`src/logic/gpt_pkg.sv`:
```
// Package: register map, field positions and constants for the 16-bit timer
package gpt_pkg;
	// ==========================================================
	// Register offsets (word index on the plain register port)
	localparam logic [2:0] OFS_CONTROL    = 3'h0;
	localparam logic [2:0] OFS_PERIOD     = 3'h1;
	localparam logic [2:0] OFS_COUNT      = 3'h2;
	localparam logic [2:0] OFS_IRQ_STATUS = 3'h3;
	localparam logic [2:0] OFS_IRQ_ENABLE = 3'h4;
	localparam logic [2:0] OFS_IRQ_CLEAR  = 3'h5;
	// ==========================================================
	// Control register field positions
	localparam int BIT_RUN_ENABLE = 15;
	localparam int BIT_IDLE_HALT  = 13;
	localparam int BIT_GATE_EN    = 6;
	localparam int BIT_PRESC_HI   = 5;
	localparam int BIT_PRESC_LO   = 4;
	localparam int BIT_EXT_SYNC   = 2;
	localparam int BIT_SRC_SEL    = 1;
	// Writable bits of the control register
	localparam logic [15:0] CONTROL_MASK  = 16'ha076;
	localparam logic [15:0] CONTROL_RESET = 16'h0000;
	localparam logic [15:0] PERIOD_RESET  = 16'hffff;
	// ==========================================================
	// Interrupt status bits
	localparam int IRQ_BIT_MATCH = 0;
	localparam int IRQ_BIT_GATE  = 1;
	// Prescale terminal counts (ratio minus one)
	localparam logic [7:0] PRESC_DIV1   = 8'h00;
	localparam logic [7:0] PRESC_DIV8   = 8'h07;
	localparam logic [7:0] PRESC_DIV64  = 8'h3f;
	localparam logic [7:0] PRESC_DIV256 = 8'hff;
endpackage : gpt_pkg

```
`src/logic/gpt_timer.sv`:
```
// Gated, prescaled 16-bit timer/counter with register port and interrupt
//
// The address map and strobed register access were decided locally.
`timescale 1ns/1ps
// ==========================================================
// Contract
// [RULE_01] A 16-bit counter serving as interval timer or real-time base.
// [RULE_02] Modes: timer, synchronous counter, asynchronous external counter.
// [RULE_03] Interrupt on period match or on gate falling edge.
// [RULE_04] Keeps counting in idle and sleep unless told otherwise; sleep here stops all but the async counter.
// [RULE_05] Control bit 15 starts the counter when set, stops when clear.
// [RULE_06] Control bit 13 halts the module while the device idles.
// [RULE_07] Control bit 6 enables gated accumulation, internal clock only.
// [RULE_08] Bits 5-4 prescale: 1:1, 1:8, 1:64, 1:256.
// [RULE_09] Bit 2 synchronises the external clock; ignored when internal.
// [RULE_10] Bit 1 picks external pin rising edge, else instruction clock.
// [RULE_11] Control bits 14, 12-7, 3 and 0 read as zero.
// [RULE_12] Software sets prescale, source, gating, sync and period.
// [RULE_13] Software picks sync or async before external counting.
// [RULE_14] Software sets interrupt enable and priority when wanted.
// [RULE_15] On period match the count clears next tick and flag sets.
// [RULE_16] Gated mode counts while gate high; flags on gate falling edge.
// [RULE_17] All control bits reset to zero: stopped, internal, 1:1.
module gpt_timer
	import gpt_pkg::*;
#(
	parameter int WIDTH = 16
) (
	// Clock and reset
	input  wire logic             clock,
	input  wire logic             reset,
	// Register port
	input  wire logic [2:0]       reg_addr,
	input  wire logic [15:0]      reg_wdata,
	input  wire logic             reg_write,
	input  wire logic             reg_read,
	output logic      [15:0]      reg_rdata,
	// Device power state
	input  wire logic             cpu_idle,
	input  wire logic             cpu_sleep,
	// Instruction-cycle clock tick and external pins
	input  wire logic             instruction_cycle_clock,
	input  wire logic             ext_count_clock_pin,
	input  wire logic             gate_pin,
	// Interrupt
	output logic                  timer_irq
);

	// ==========================================================
	// State
	logic [15:0]      control_r, control_nxt;
	logic [WIDTH-1:0] period_value_r, period_value_nxt;
	logic [WIDTH-1:0] count_r, count_nxt;
	logic [7:0]       presc_r, presc_nxt;
	logic [1:0]       irq_status_r, irq_status_nxt;
	logic [1:0]       timer_irq_enable_r, timer_irq_enable_nxt;
	logic [15:0]      reg_rdata_r, reg_rdata_nxt;
	logic             timer_irq_r, timer_irq_nxt;
	logic             ext_s1_r, ext_s2_r, ext_s3_r;
	logic             ext_s1_nxt, ext_s2_nxt, ext_s3_nxt;
	logic             ext_raw_r, ext_raw_nxt;
	logic             gate_d_r, gate_d_nxt;

	// Decoded control fields
	logic       run_enable, idle_halt, gated_accumulate_enable;
	logic       ext_clock_sync_select, count_source_select;
	logic [1:0] prescale_select;
	logic       ext_edge, src_tick, presc_tick, gate_fall, match;
	logic       active;
	logic [7:0] presc_term;

	// Terminal prescale count for the selected ratio
	function automatic logic [7:0] presc_limit(input logic [1:0] sel);
		unique case (sel)
			2'b00: presc_limit = PRESC_DIV1;
			2'b01: presc_limit = PRESC_DIV8;
			2'b10: presc_limit = PRESC_DIV64;
			2'b11: presc_limit = PRESC_DIV256;
		endcase
	endfunction : presc_limit

	assign run_enable              = control_r[BIT_RUN_ENABLE];
	assign idle_halt               = control_r[BIT_IDLE_HALT];
	assign gated_accumulate_enable = control_r[BIT_GATE_EN];
	assign prescale_select         = control_r[BIT_PRESC_HI:BIT_PRESC_LO];
	assign ext_clock_sync_select   = control_r[BIT_EXT_SYNC];
	assign count_source_select     = control_r[BIT_SRC_SEL];

	// ==========================================================
	// External clock edge detection; the first stage feeds only the second
	always_comb begin
		ext_s1_nxt  = ext_count_clock_pin;
		ext_s2_nxt  = ext_s1_r;
		ext_s3_nxt  = ext_s2_r;
		ext_raw_nxt = ext_count_clock_pin;
		gate_d_nxt  = gate_pin;
	end

	// Register the pin samples
	always_ff @(posedge clock) begin
		if (reset) begin
			ext_s1_r  <= 1'b0;
			ext_s2_r  <= 1'b0;
			ext_s3_r  <= 1'b0;
			ext_raw_r <= 1'b0;
			gate_d_r  <= 1'b0;
		end else begin
			ext_s1_r  <= ext_s1_nxt;
			ext_s2_r  <= ext_s2_nxt;
			ext_s3_r  <= ext_s3_nxt;
			ext_raw_r <= ext_raw_nxt;
			gate_d_r  <= gate_d_nxt;
		end
	end

	// Unsynchronised path trades two cycles of latency for glitch risk
	always_comb begin
		if (ext_clock_sync_select) // RULE_09
			ext_edge = ext_s2_r & ~ext_s3_r;
		else
			ext_edge = ext_count_clock_pin & ~ext_raw_r;
	end

	// Sleep stops the instruction clock; only the async counter runs on
	assign active = run_enable // RULE_05
		& ~(cpu_idle & idle_halt) // RULE_06
		& ~(cpu_sleep & (~count_source_select | ext_clock_sync_select)); // RULE_04
	// Source selection and gating
	assign src_tick = count_source_select ? ext_edge // RULE_10
		: (instruction_cycle_clock
		& (~gated_accumulate_enable | gate_pin)); // RULE_07 RULE_16
	assign presc_term = presc_limit(prescale_select); // RULE_08
	assign presc_tick = active & src_tick & (presc_r == presc_term);
	assign gate_fall  = gate_d_r & ~gate_pin & ~count_source_select
		& gated_accumulate_enable & active;
	assign match      = (count_r == period_value_r);

	// ==========================================================
	// Next-state for counter, prescaler and flags
	always_comb begin
		count_nxt            = count_r;
		presc_nxt            = presc_r;
		irq_status_nxt       = irq_status_r;
		control_nxt          = control_r;
		period_value_nxt     = period_value_r;
		timer_irq_enable_nxt = timer_irq_enable_r;
		reg_rdata_nxt        = 16'h0000;
		if (active & src_tick)
			presc_nxt = (presc_r == presc_term) ? 8'h00 : presc_r + 8'h01;
		if (presc_tick) begin
			if (match) // RULE_15
				count_nxt = '0;
			else
				count_nxt = count_r + WIDTH'(1); // RULE_01 RULE_02
		end
		// Register writes
		if (reg_write) begin
			unique case (reg_addr)
				OFS_CONTROL:    control_nxt = reg_wdata & CONTROL_MASK; // RULE_11
				OFS_PERIOD:     period_value_nxt = reg_wdata[WIDTH-1:0];
				OFS_COUNT:      count_nxt = reg_wdata[WIDTH-1:0];
				OFS_IRQ_ENABLE: timer_irq_enable_nxt = reg_wdata[1:0];
				OFS_IRQ_CLEAR:  irq_status_nxt = irq_status_r & ~reg_wdata[1:0];
				default:        ;
			endcase
		end
		// Hardware set wins over a simultaneous software clear
		if (presc_tick & match & ~(gated_accumulate_enable
			& ~count_source_select)) // RULE_03 RULE_15
			irq_status_nxt[IRQ_BIT_MATCH] = 1'b1;
		if (gate_fall) // RULE_03 RULE_16
			irq_status_nxt[IRQ_BIT_GATE] = 1'b1;
		// A control write restarts the prescaler, so a new ratio never
		// meets a stale count above its terminal value
		if (!run_enable || (reg_write && reg_addr == OFS_CONTROL))
			presc_nxt = 8'h00;
		// Read data, one cycle after the strobe
		if (reg_read) begin
			unique case (reg_addr)
				OFS_CONTROL:    reg_rdata_nxt = control_r; // RULE_11
				OFS_PERIOD:     reg_rdata_nxt = 16'(period_value_r);
				OFS_COUNT:      reg_rdata_nxt = 16'(count_r);
				OFS_IRQ_STATUS: reg_rdata_nxt = {14'h0000, irq_status_r};
				OFS_IRQ_ENABLE: reg_rdata_nxt = {14'h0000, timer_irq_enable_r};
				default:        reg_rdata_nxt = 16'h0000;
			endcase
		end
		timer_irq_nxt = |(irq_status_nxt & timer_irq_enable_nxt);
	end

	// Register all state
	always_ff @(posedge clock) begin
		if (reset) begin
			control_r          <= CONTROL_RESET; // RULE_17
			period_value_r     <= PERIOD_RESET;
			count_r            <= '0;
			presc_r            <= 8'h00;
			irq_status_r       <= 2'b00;
			timer_irq_enable_r <= 2'b00;
			reg_rdata_r        <= 16'h0000;
			timer_irq_r        <= 1'b0;
		end else begin
			control_r          <= control_nxt;
			period_value_r     <= period_value_nxt;
			count_r            <= count_nxt;
			presc_r            <= presc_nxt;
			irq_status_r       <= irq_status_nxt;
			timer_irq_enable_r <= timer_irq_enable_nxt;
			reg_rdata_r        <= reg_rdata_nxt;
			timer_irq_r        <= timer_irq_nxt;
		end
	end

	assign reg_rdata = reg_rdata_r;
	assign timer_irq = timer_irq_r;
endmodule : gpt_timer

```
`config.mk`:
```
export PLATFORM = sky130hd
export DESIGN_NAME = gpt_timer
export DESIGN_NICKNAME = d
export VERILOG_FILES = /design/src/logic/gpt_pkg.sv /design/src/logic/gpt_timer.sv
export SDC_FILE = /design/constraint.sdc
export NUM_CORES = 1
export LEC_CHECK = 0
export BUFFER_PORTS_ARGS = -buffer_cell sky130_fd_sc_hd__buf_4
export CORE_ASPECT_RATIO = 1.4
export CORE_UTILIZATION = 47
export DETAILED_ROUTE_END_ITERATION = 12
export GPL_TIMING_DRIVEN = 0
export HOLD_SLACK_MARGIN = 0.15
export PLACE_DENSITY = 0.67
export SYNTH_ARGS = -nofsm -noshare
export SYNTH_HDL_FRONTEND = slang
export SYNTH_SLANG_ARGS = --single-unit
```
`constraint.sdc`:
```
create_clock -name clock -period 3.3 [get_ports clock]
set_input_delay 0.33 -clock clock [delete_from_list [all_inputs] [get_ports clock]]
set_output_delay 0.33 -clock clock [all_outputs]
set_load 0.005 [all_outputs]
```
==> flow_summary.toml, run 1 <==
[setup_path]
timing.reg2reg.worst_path_depth = 8
timing.critical_path.cells = "clkbuf_1, xnor2_1, nand4_1, nor4_2, buf_2, o21ba_2, o21ai_0, a211oi_1"
ff2ff_setup_slack_ns = 0.87
cp-endpoint = "count_r[14]$_SDFF_PP0_"
worst_r2r_endpoint = "count_r[14]$_SDFF_PP0_"
critical_path.startpoint_type = "flip-flop"
worstReg2RegStart = "count_r[8]$_SDFF_PP0_"
timing.critical_path.max_delay_family = "buffers and inverters"
critPathMaxStageDelay_ns = 0.48
required_ns = 3.52
crit_cells = 8
crit_arrival_ns = 2.65
crit_startpoint = "count_r[8]$_SDFF_PP0_"
worstSetupEndpointType = "flip-flop"
critPathMaxFanout = 10
cp.buffers_inverters = 2
timing.critical_path.slowest_stage_cell = "sky130_fd_sc_hd__nor4_2"
worst-setup-path-type = "flip-flop to flip-flop"

[power]
peakVddDrop_v = 0.000333
cellLeakagePower_nw = 1.52
power.density_nw_per_um2 = 419
power.total_mw = 1.73

[yosys]
synth_nets = 445
synthesized_area_sq_um = 3500
synthArstFlopShare = 0
ys_seq_elements = 72
synth-seq-area-share = 0.412
number_of_flops_mapped_to_enable_cells_by_yosys = 0
postSynthCellCount = 415
synth_cell_type_count = 51
avg_inst_size_synth_sq_um = 8.43
synth_flop_cell = "sky130_fd_sc_hd__dfxtp_1"
yosysWarnings = 0

[routing]
final_antenna_net_count = 0
post_drt_via_cell_ratio = 5.61
post_drt_wl_per_cell_microns = 16.2
initialDrtViolationCount = 157
detailedRoute.firstPassIterationCount = 5
post_route_drc_violation_count = 0
via_count = 3191
detail_route.wirelength_microns = 9210

[floorplan]
die_w_microns = 74.9
boundaryPins = 45
floorplan.initialDensity = 0.495
floorplan.core_area_sq_um = 7070
number_of_cell_rows = 36
chipHeight_microns = 104
die-area_sq_um = 7800

[placed_design]
detailed_place.area_sq_um = 3940
dp_hpwl_microns = 6960
port_buffers = 43
gp_congestion = 0.843

[final_layout]
drive_above_1_share = 0.169
area.sequential_sq_um = 1440
fillCellCount = 686
antennaDiodeCount = 0
top_library_cells_by_usage_in_the_layout_fill_and_taps_aside = "sky130_fd_sc_hd__dfxtp_1, sky130_fd_sc_hd__nand2_1, sky130_fd_sc_hd__nor2_1"
finish.instance_area_sq_um = 4120
most_common_cell_after_layout_fill_and_taps_aside = "sky130_fd_sc_hd__dfxtp_1"
syn2layout_area_growth_pct = 17.8
nets_finish = 499
multi_input_comb_area_sq_um = 1910

[clocking]
cts-root-buf = "sky130_fd_sc_hd__clkbuf_8"
clk_pin_slew_worst_setup_hold_paths_ns = 0.08
insertion_delay_ns = 0.36
clock_tree.buffer_depth = 2
cts-htree-levels = 3
cts_resized = 0
tritoncts_clock_tree = "built"
clock_sink_count = 72
cts_setup_buffers = 0
hold_buffers = 0
cts-buffers-inserted = 9

[timing]
finClkSkew_ns = 0.0100
finalSetupViolations = 0
period_minus_slack_ns = 2.43
slew_headroom = 0.645
timing.hold.ws_ns = 0.198
final-max-slew-violation-count = 0
fin_crit_sh = 0.735
setup-tns-final_ns = 0
fmax_mhz = 412
hold_viol_final = 0
worstMarginPinSlew_ns = 0.527
grt_setup_unrepaired = "false"

[hold_path]
timing.hold.worst.class = "input pin to flip-flop"
worst_hold_path.num_cells = 3

[global_route]
global_route_wire_length_before_repair_microns = 14800
grt_max_degree = 14
grt.overflow.total = 0
antenna_found_initial = 0
first_global_vias = 3036
globalRouteTotalUtil = 0.255

[status]
run_status = "finished, final reports clean"

[job]
cap_viol_max_count = 0
-- report_power, final --
group          total (mW)  switching [mW]  internal [mW]
sequential          0.910          0.0206          0.889
combinational       0.166          0.0899         0.0757
clock               0.650           0.356          0.294
total                1.73           0.467           1.26
-- worst reg2reg max path, stage by stage (launching register included) --
cell                       delay, ns
sky130_fd_sc_hd__dfxtp_1        0.31
sky130_fd_sc_hd__clkbuf_1       0.34
sky130_fd_sc_hd__xnor2_1        0.20
sky130_fd_sc_hd__nand4_1        0.14
sky130_fd_sc_hd__nor4_2         0.48
sky130_fd_sc_hd__buf_2          0.33
sky130_fd_sc_hd__o21ba_2        0.19
sky130_fd_sc_hd__o21ai_0        0.19
sky130_fd_sc_hd__a211oi_1       0.11
-- per-layer routing --
layer  up-vias  part of all wire  track usage
met5         -                 0            0
met1      1518              0.42        0.304
met2        92              0.51        0.425
met4         0             0.036        0.137
li1       1553                 -            -
met3        28             0.041       0.0388
-- final cells by class --
class | count | share of cell area
Clock buffer | 10 | 0.0334
Inverter | 6 | 0.00546
Clock inverter | 6 | 0.0103
Multi-Input combinational cell | 308 | 0.462
Timing Repair Buffer | 43 | 0.0783
Tap cell | 95 | 0.0288
Buffer | 29 | 0.0316
Sequential cell | 72 | 0.350
-- state kept, by name, summed over array words and instances (netlist names) --
signal / cells
control_r: 7
count_r: 16
ext_raw_r: 1
ext_s2_r: 1
ext_s3_r: 1
gate_d_r: 1
irq_status_r: 2
period_value_r: 16
presc_r: 8
reg_rdata: 16
timer_irq: 1
timer_irq_enable_r: 2
-- cell families after synthesis --
| family | share of synthesized area |
|---|---|
| flip-flops | 0.412 |
| buffers and inverters | 0.0436 |
| AO/OA/AOI/OAI | 0.132 |
| XOR/XNOR | 0.0701 |
| multiplexers | 0.0383 |
| adder cells (fa/ha/maj) | 0.00715 |
| AND/OR/NAND/NOR | 0.297 |
-- through the flow --
stage / utilization / std cells / setup slack, ns
after global placement: 0.557 / 553 / 0.934
after global routing: 0.583 / 569 / 0.718
after detailed placement: 0.557 / 553 / 0.957
final: 0.583 / 569 / 0.874
after CTS: 0.583 / 569 / 0.876
after floorplan: - / 415 / 1.32
-- cell usage after synthesis (2+ instances only) --
| cell type | n | area, sq um |
|---|---|---|
| sky130_fd_sc_hd__and2_1 | 3 | 18.8 |
| sky130_fd_sc_hd__nor4_2 | 2 | 25.0 |
| sky130_fd_sc_hd__nand3_1 | 7 | 35.0 |
| sky130_fd_sc_hd__nand2b_1 | 7 | 43.8 |
| sky130_fd_sc_hd__buf_2 | 5 | 25.0 |
| sky130_fd_sc_hd__a22oi_1 | 11 | 82.6 |
| sky130_fd_sc_hd__inv_1 | 6 | 22.5 |
| sky130_fd_sc_hd__or2_2 | 2 | 12.5 |
| sky130_fd_sc_hd__and3_1 | 5 | 31.3 |
| sky130_fd_sc_hd__a31oi_1 | 3 | 18.8 |
| sky130_fd_sc_hd__nand4_1 | 8 | 50.1 |
| sky130_fd_sc_hd__o21ai_0 | 7 | 35.0 |
| sky130_fd_sc_hd__buf_6 | 2 | 22.5 |
| sky130_fd_sc_hd__nand2_1 | 58 | 218 |
| sky130_fd_sc_hd__and4_1 | 2 | 17.5 |
| sky130_fd_sc_hd__nor2_1 | 57 | 214 |
| sky130_fd_sc_hd__nor2b_1 | 8 | 50.1 |
| sky130_fd_sc_hd__a311oi_1 | 6 | 52.6 |
| sky130_fd_sc_hd__xnor2_1 | 27 | 236 |
| sky130_fd_sc_hd__a211oi_1 | 5 | 37.5 |
| sky130_fd_sc_hd__a221oi_2 | 2 | 30.0 |
| sky130_fd_sc_hd__nand3b_1 | 21 | 158 |
| sky130_fd_sc_hd__a21oi_1 | 19 | 95.1 |
| sky130_fd_sc_hd__ha_1 | 2 | 25.0 |
| sky130_fd_sc_hd__clkbuf_1 | 22 | 82.6 |
| sky130_fd_sc_hd__dfxtp_1 | 72 | 1440 |
| sky130_fd_sc_hd__nor4_1 | 5 | 31.3 |
| sky130_fd_sc_hd__mux2i_1 | 10 | 100 |
| sky130_fd_sc_hd__nor3_1 | 7 | 35.0 |
| sky130_fd_sc_hd__o32ai_1 | 3 | 26.3 |
-- worst min path at each step --
stage | start | to | slack, ns
5_1_grt | reset | irq_status_r[1]$_SDFF_PP0_ | 0.21
6_report | reg_wdata[7] | period_value_r[7]$_SDFFE_PP1P_ | 0.20
3_5_place_dp | ext_s2_r$_SDFF_PP0_ | ext_s3_r$_SDFF_PP0_ | 0.47
4_1_cts | reg_wdata[7] | period_value_r[7]$_SDFFE_PP1P_ | 0.20
2_1_floorplan | reset | irq_status_r[1]$_SDFF_PP0_ | 0.41
3_3_place_gp | ext_s2_r$_SDFF_PP0_ | ext_s3_r$_SDFF_PP0_ | 0.46
Power figures use the tool's default switching activity.
==> run 2: changes to the inputs <==
--- a/config.mk
+++ b/config.mk
@@ -11,7 +11,7 @@
 export DETAILED_ROUTE_END_ITERATION = 12
 export GPL_TIMING_DRIVEN = 0
 export HOLD_SLACK_MARGIN = 0.15
-export PLACE_DENSITY = 0.67
+export PLACE_DENSITY = 0.7
 export SYNTH_ARGS = -nofsm -noshare
 export SYNTH_HDL_FRONTEND = slang
 export SYNTH_SLANG_ARGS = --single-unit
==> constraint.sdc (replaced) <==
create_clock -name clock -period 2.03 [get_ports clock]
set_input_delay 0.203 -clock clock [delete_from_list [all_inputs] [get_ports clock]]
set_output_delay 0.203 -clock clock [all_outputs]
set_load 0.005 [all_outputs]
==> run 2 against run 1 <==
Compared with the run above:
- sequential share of layout area is 2.9 points lower
- die area stayed put
- sequential power is 63% higher
- largest cell class unchanged
- largest power group unchanged
==> flow_summary.toml, run 2 (synthesized netlist as in run 1, its figures left out) <==
[setup_path]
crit_cells = 8
required_ns = 2.26
critPathMaxStageDelay_ns = 0.36
crit_arrival_ns = 2.26
crit_top_cell = "sky130_fd_sc_hd__buf_6"
timing.critical_path.max_delay_family = "compound AO/OA/AOI/OAI gates"
worst-setup-path-type = "flip-flop to flip-flop"
critPathMaxFanout = 5
timing.reg2reg.worst_path_depth = 8
cp.buffers_inverters = 2
timing.critical_path.slowest_stage_cell = "sky130_fd_sc_hd__dfxtp_4"
critical_path.startpoint_type = "flip-flop"
timing.critical_path.cells = "a211o_1, a22oi_2, o2111ai_2, buf_6, or2_4, buf_6, a221oi_2, nor3_1"
worstSetupEndpointType = "flip-flop"

[floorplan]
chipHeight_microns = 104
number_of_cell_rows = 36
die_w_microns = 74.9
die-area_sq_um = 7800
boundaryPins = 45
floorplan.initialDensity = 0.495
floorplan.core_area_sq_um = 7070

[timing]
finalSetupViolations = 0
grt_setup_unrepaired = "true"
slew_headroom = 0.668
timing.hold.ws_ns = 0.191
fin_crit_sh = 0.999
hold_viol_final = 0
period_minus_slack_ns = 2.03
finClkSkew_ns = 0.0117
final-max-slew-violation-count = 0
worstMarginPinSlew_ns = 0.498
fmax_mhz = 493

[clocking]
cts-buffers-inserted = 9
insertion_delay_ns = 0.36
tritoncts_clock_tree = "built"
clock_sink_count = 72
clock_tree.buffer_depth = 2
cts-htree-levels = 3
clk_pin_slew_worst_setup_hold_paths_ns = 0.08
cts-root-buf = "sky130_fd_sc_hd__clkbuf_8"

[routing]
detail_route.wirelength_microns = 9950
final_antenna_net_count = 0
initialDrtViolationCount = 239
post_drt_wl_per_cell_microns = 16.7
post_route_drc_violation_count = 0
post_drt_via_cell_ratio = 5.58
via_count = 3323
detailedRoute.firstPassIterationCount = 5

[final_layout]
top_library_cells_by_usage_in_the_layout_fill_and_taps_aside = "sky130_fd_sc_hd__nand2_1, sky130_fd_sc_hd__dfxtp_1, sky130_fd_sc_hd__nor2_1"
syn2layout_area_growth_pct = 30.3
antennaDiodeCount = 0
fillCellCount = 604
drive_above_1_share = 0.238
finish.instance_area_sq_um = 4560
nets_finish = 526

[power]
cellLeakagePower_nw = 1.72
peakVddDrop_v = 0.000446
power.total_mw = 2.84
power.density_nw_per_um2 = 622

[placed_design]
dp_hpwl_microns = 6950
gp_congestion = 0.886
detailed_place.area_sq_um = 3940
port_buffers = 43

[global_route]
globalRouteTotalUtil = 0.272
grt_max_degree = 14
first_global_vias = 3236
global_route_wire_length_before_repair_microns = 15700
antenna_found_initial = 0
grt.overflow.total = 0

[job]
cap_viol_max_count = 0

[hold_path]
timing.hold.worst.class = "input pin to flip-flop"
worst_hold_path.num_cells = 4

[status]
run_status = "finished, final reports clean"
[run 2: cell types whose count changed in the layout (fill, tap and decap cells not counted), sizes merged]
cell,before,now
clkinv,3,2
dlygate4sd3,0,20
buf,50,62
clkbuf,32,27
inv,7,8
[run 2: metal layers]
metal  vias up  track usage  part of all wire
li1       1610            -                 -
met3        35       0.0572             0.043
met2       104        0.455              0.51
met4         0        0.150             0.042
met5         -            0                 0
met1      1574        0.312              0.41
[run 2: tightest hold or removal path, cell delays in order]
cell and delay, ns:
sky130_fd_sc_hd__buf_4 0.08, sky130_fd_sc_hd__nor2_1 0.07, sky130_fd_sc_hd__nand3_1 0.09, sky130_fd_sc_hd__a21oi_1 0.06
[run 2: repair_timing]
| item | in CTS | in global routing |
|---|---|---|
| resized for setup | 18 | 30 |
| pin swaps | 7 | 16 |
| hold buffers | 20 | 0 |
| setup endpoints to repair | 20 | 21 |
| cloned | 2 | 0 |
| hold endpoints to repair | 33 | 0 |
| setup buffers | 5 | 6 |
[run 2: power breakdown]
part	switching (mW)	internal [mW]	total, mW
Sequential	0.0394	1.45	1.48
Clock	0.587	0.448	1.03
Combinational	0.158	0.159	0.317
[run 2: final cells by class]
| cell class | count | area (sq um) | share of cell area |
|---|---|---|---|
| timing repair buffer | 76 | 634 | 0.139 |
| multi-input combinational | 308 | 2040 | 0.446 |
| clock inverter | 6 | 42.5 | 0.00933 |
| buffer | 23 | 115 | 0.0252 |
| clock buffer | 10 | 128 | 0.0280 |
| inverter | 6 | 22.5 | 0.00494 |
| tap | 95 | 119 | 0.0261 |
| sequential | 72 | 1460 | 0.321 |
[run 2: worst paths after layout]
path	startpoint	endpoint	slack, ns
max	control_r[4]$_SDFFE_PP0P_	count_r[1]$_SDFF_PP0_	0.003
min	reg_addr[0]	reg_rdata[1]$_SDFF_PP0_	0.19
max reg2reg	control_r[4]$_SDFFE_PP0P_	count_r[1]$_SDFF_PP0_	0.003
min reg2reg	ext_s2_r$_SDFF_PP0_	ext_s3_r$_SDFF_PP0_	0.47
[run 2: per-stage QoR]
| step | instances | util | worst slack [ns] | setup TNS (ns) |
|---|---|---|---|---|
| global route | 596 | 0.645 | -0.0646 | -0.321 |
| detailed placement | 553 | 0.557 | -0.345 | -4.31 |
| floorplan | 415 | - | 0.0456 | 0 |
| finish | 596 | 0.645 | 0.00277 | 0 |
| CTS | 592 | 0.624 | -0.00236 | -0.00236 |
| global placement | 553 | 0.557 | -0.304 | -3.12 |
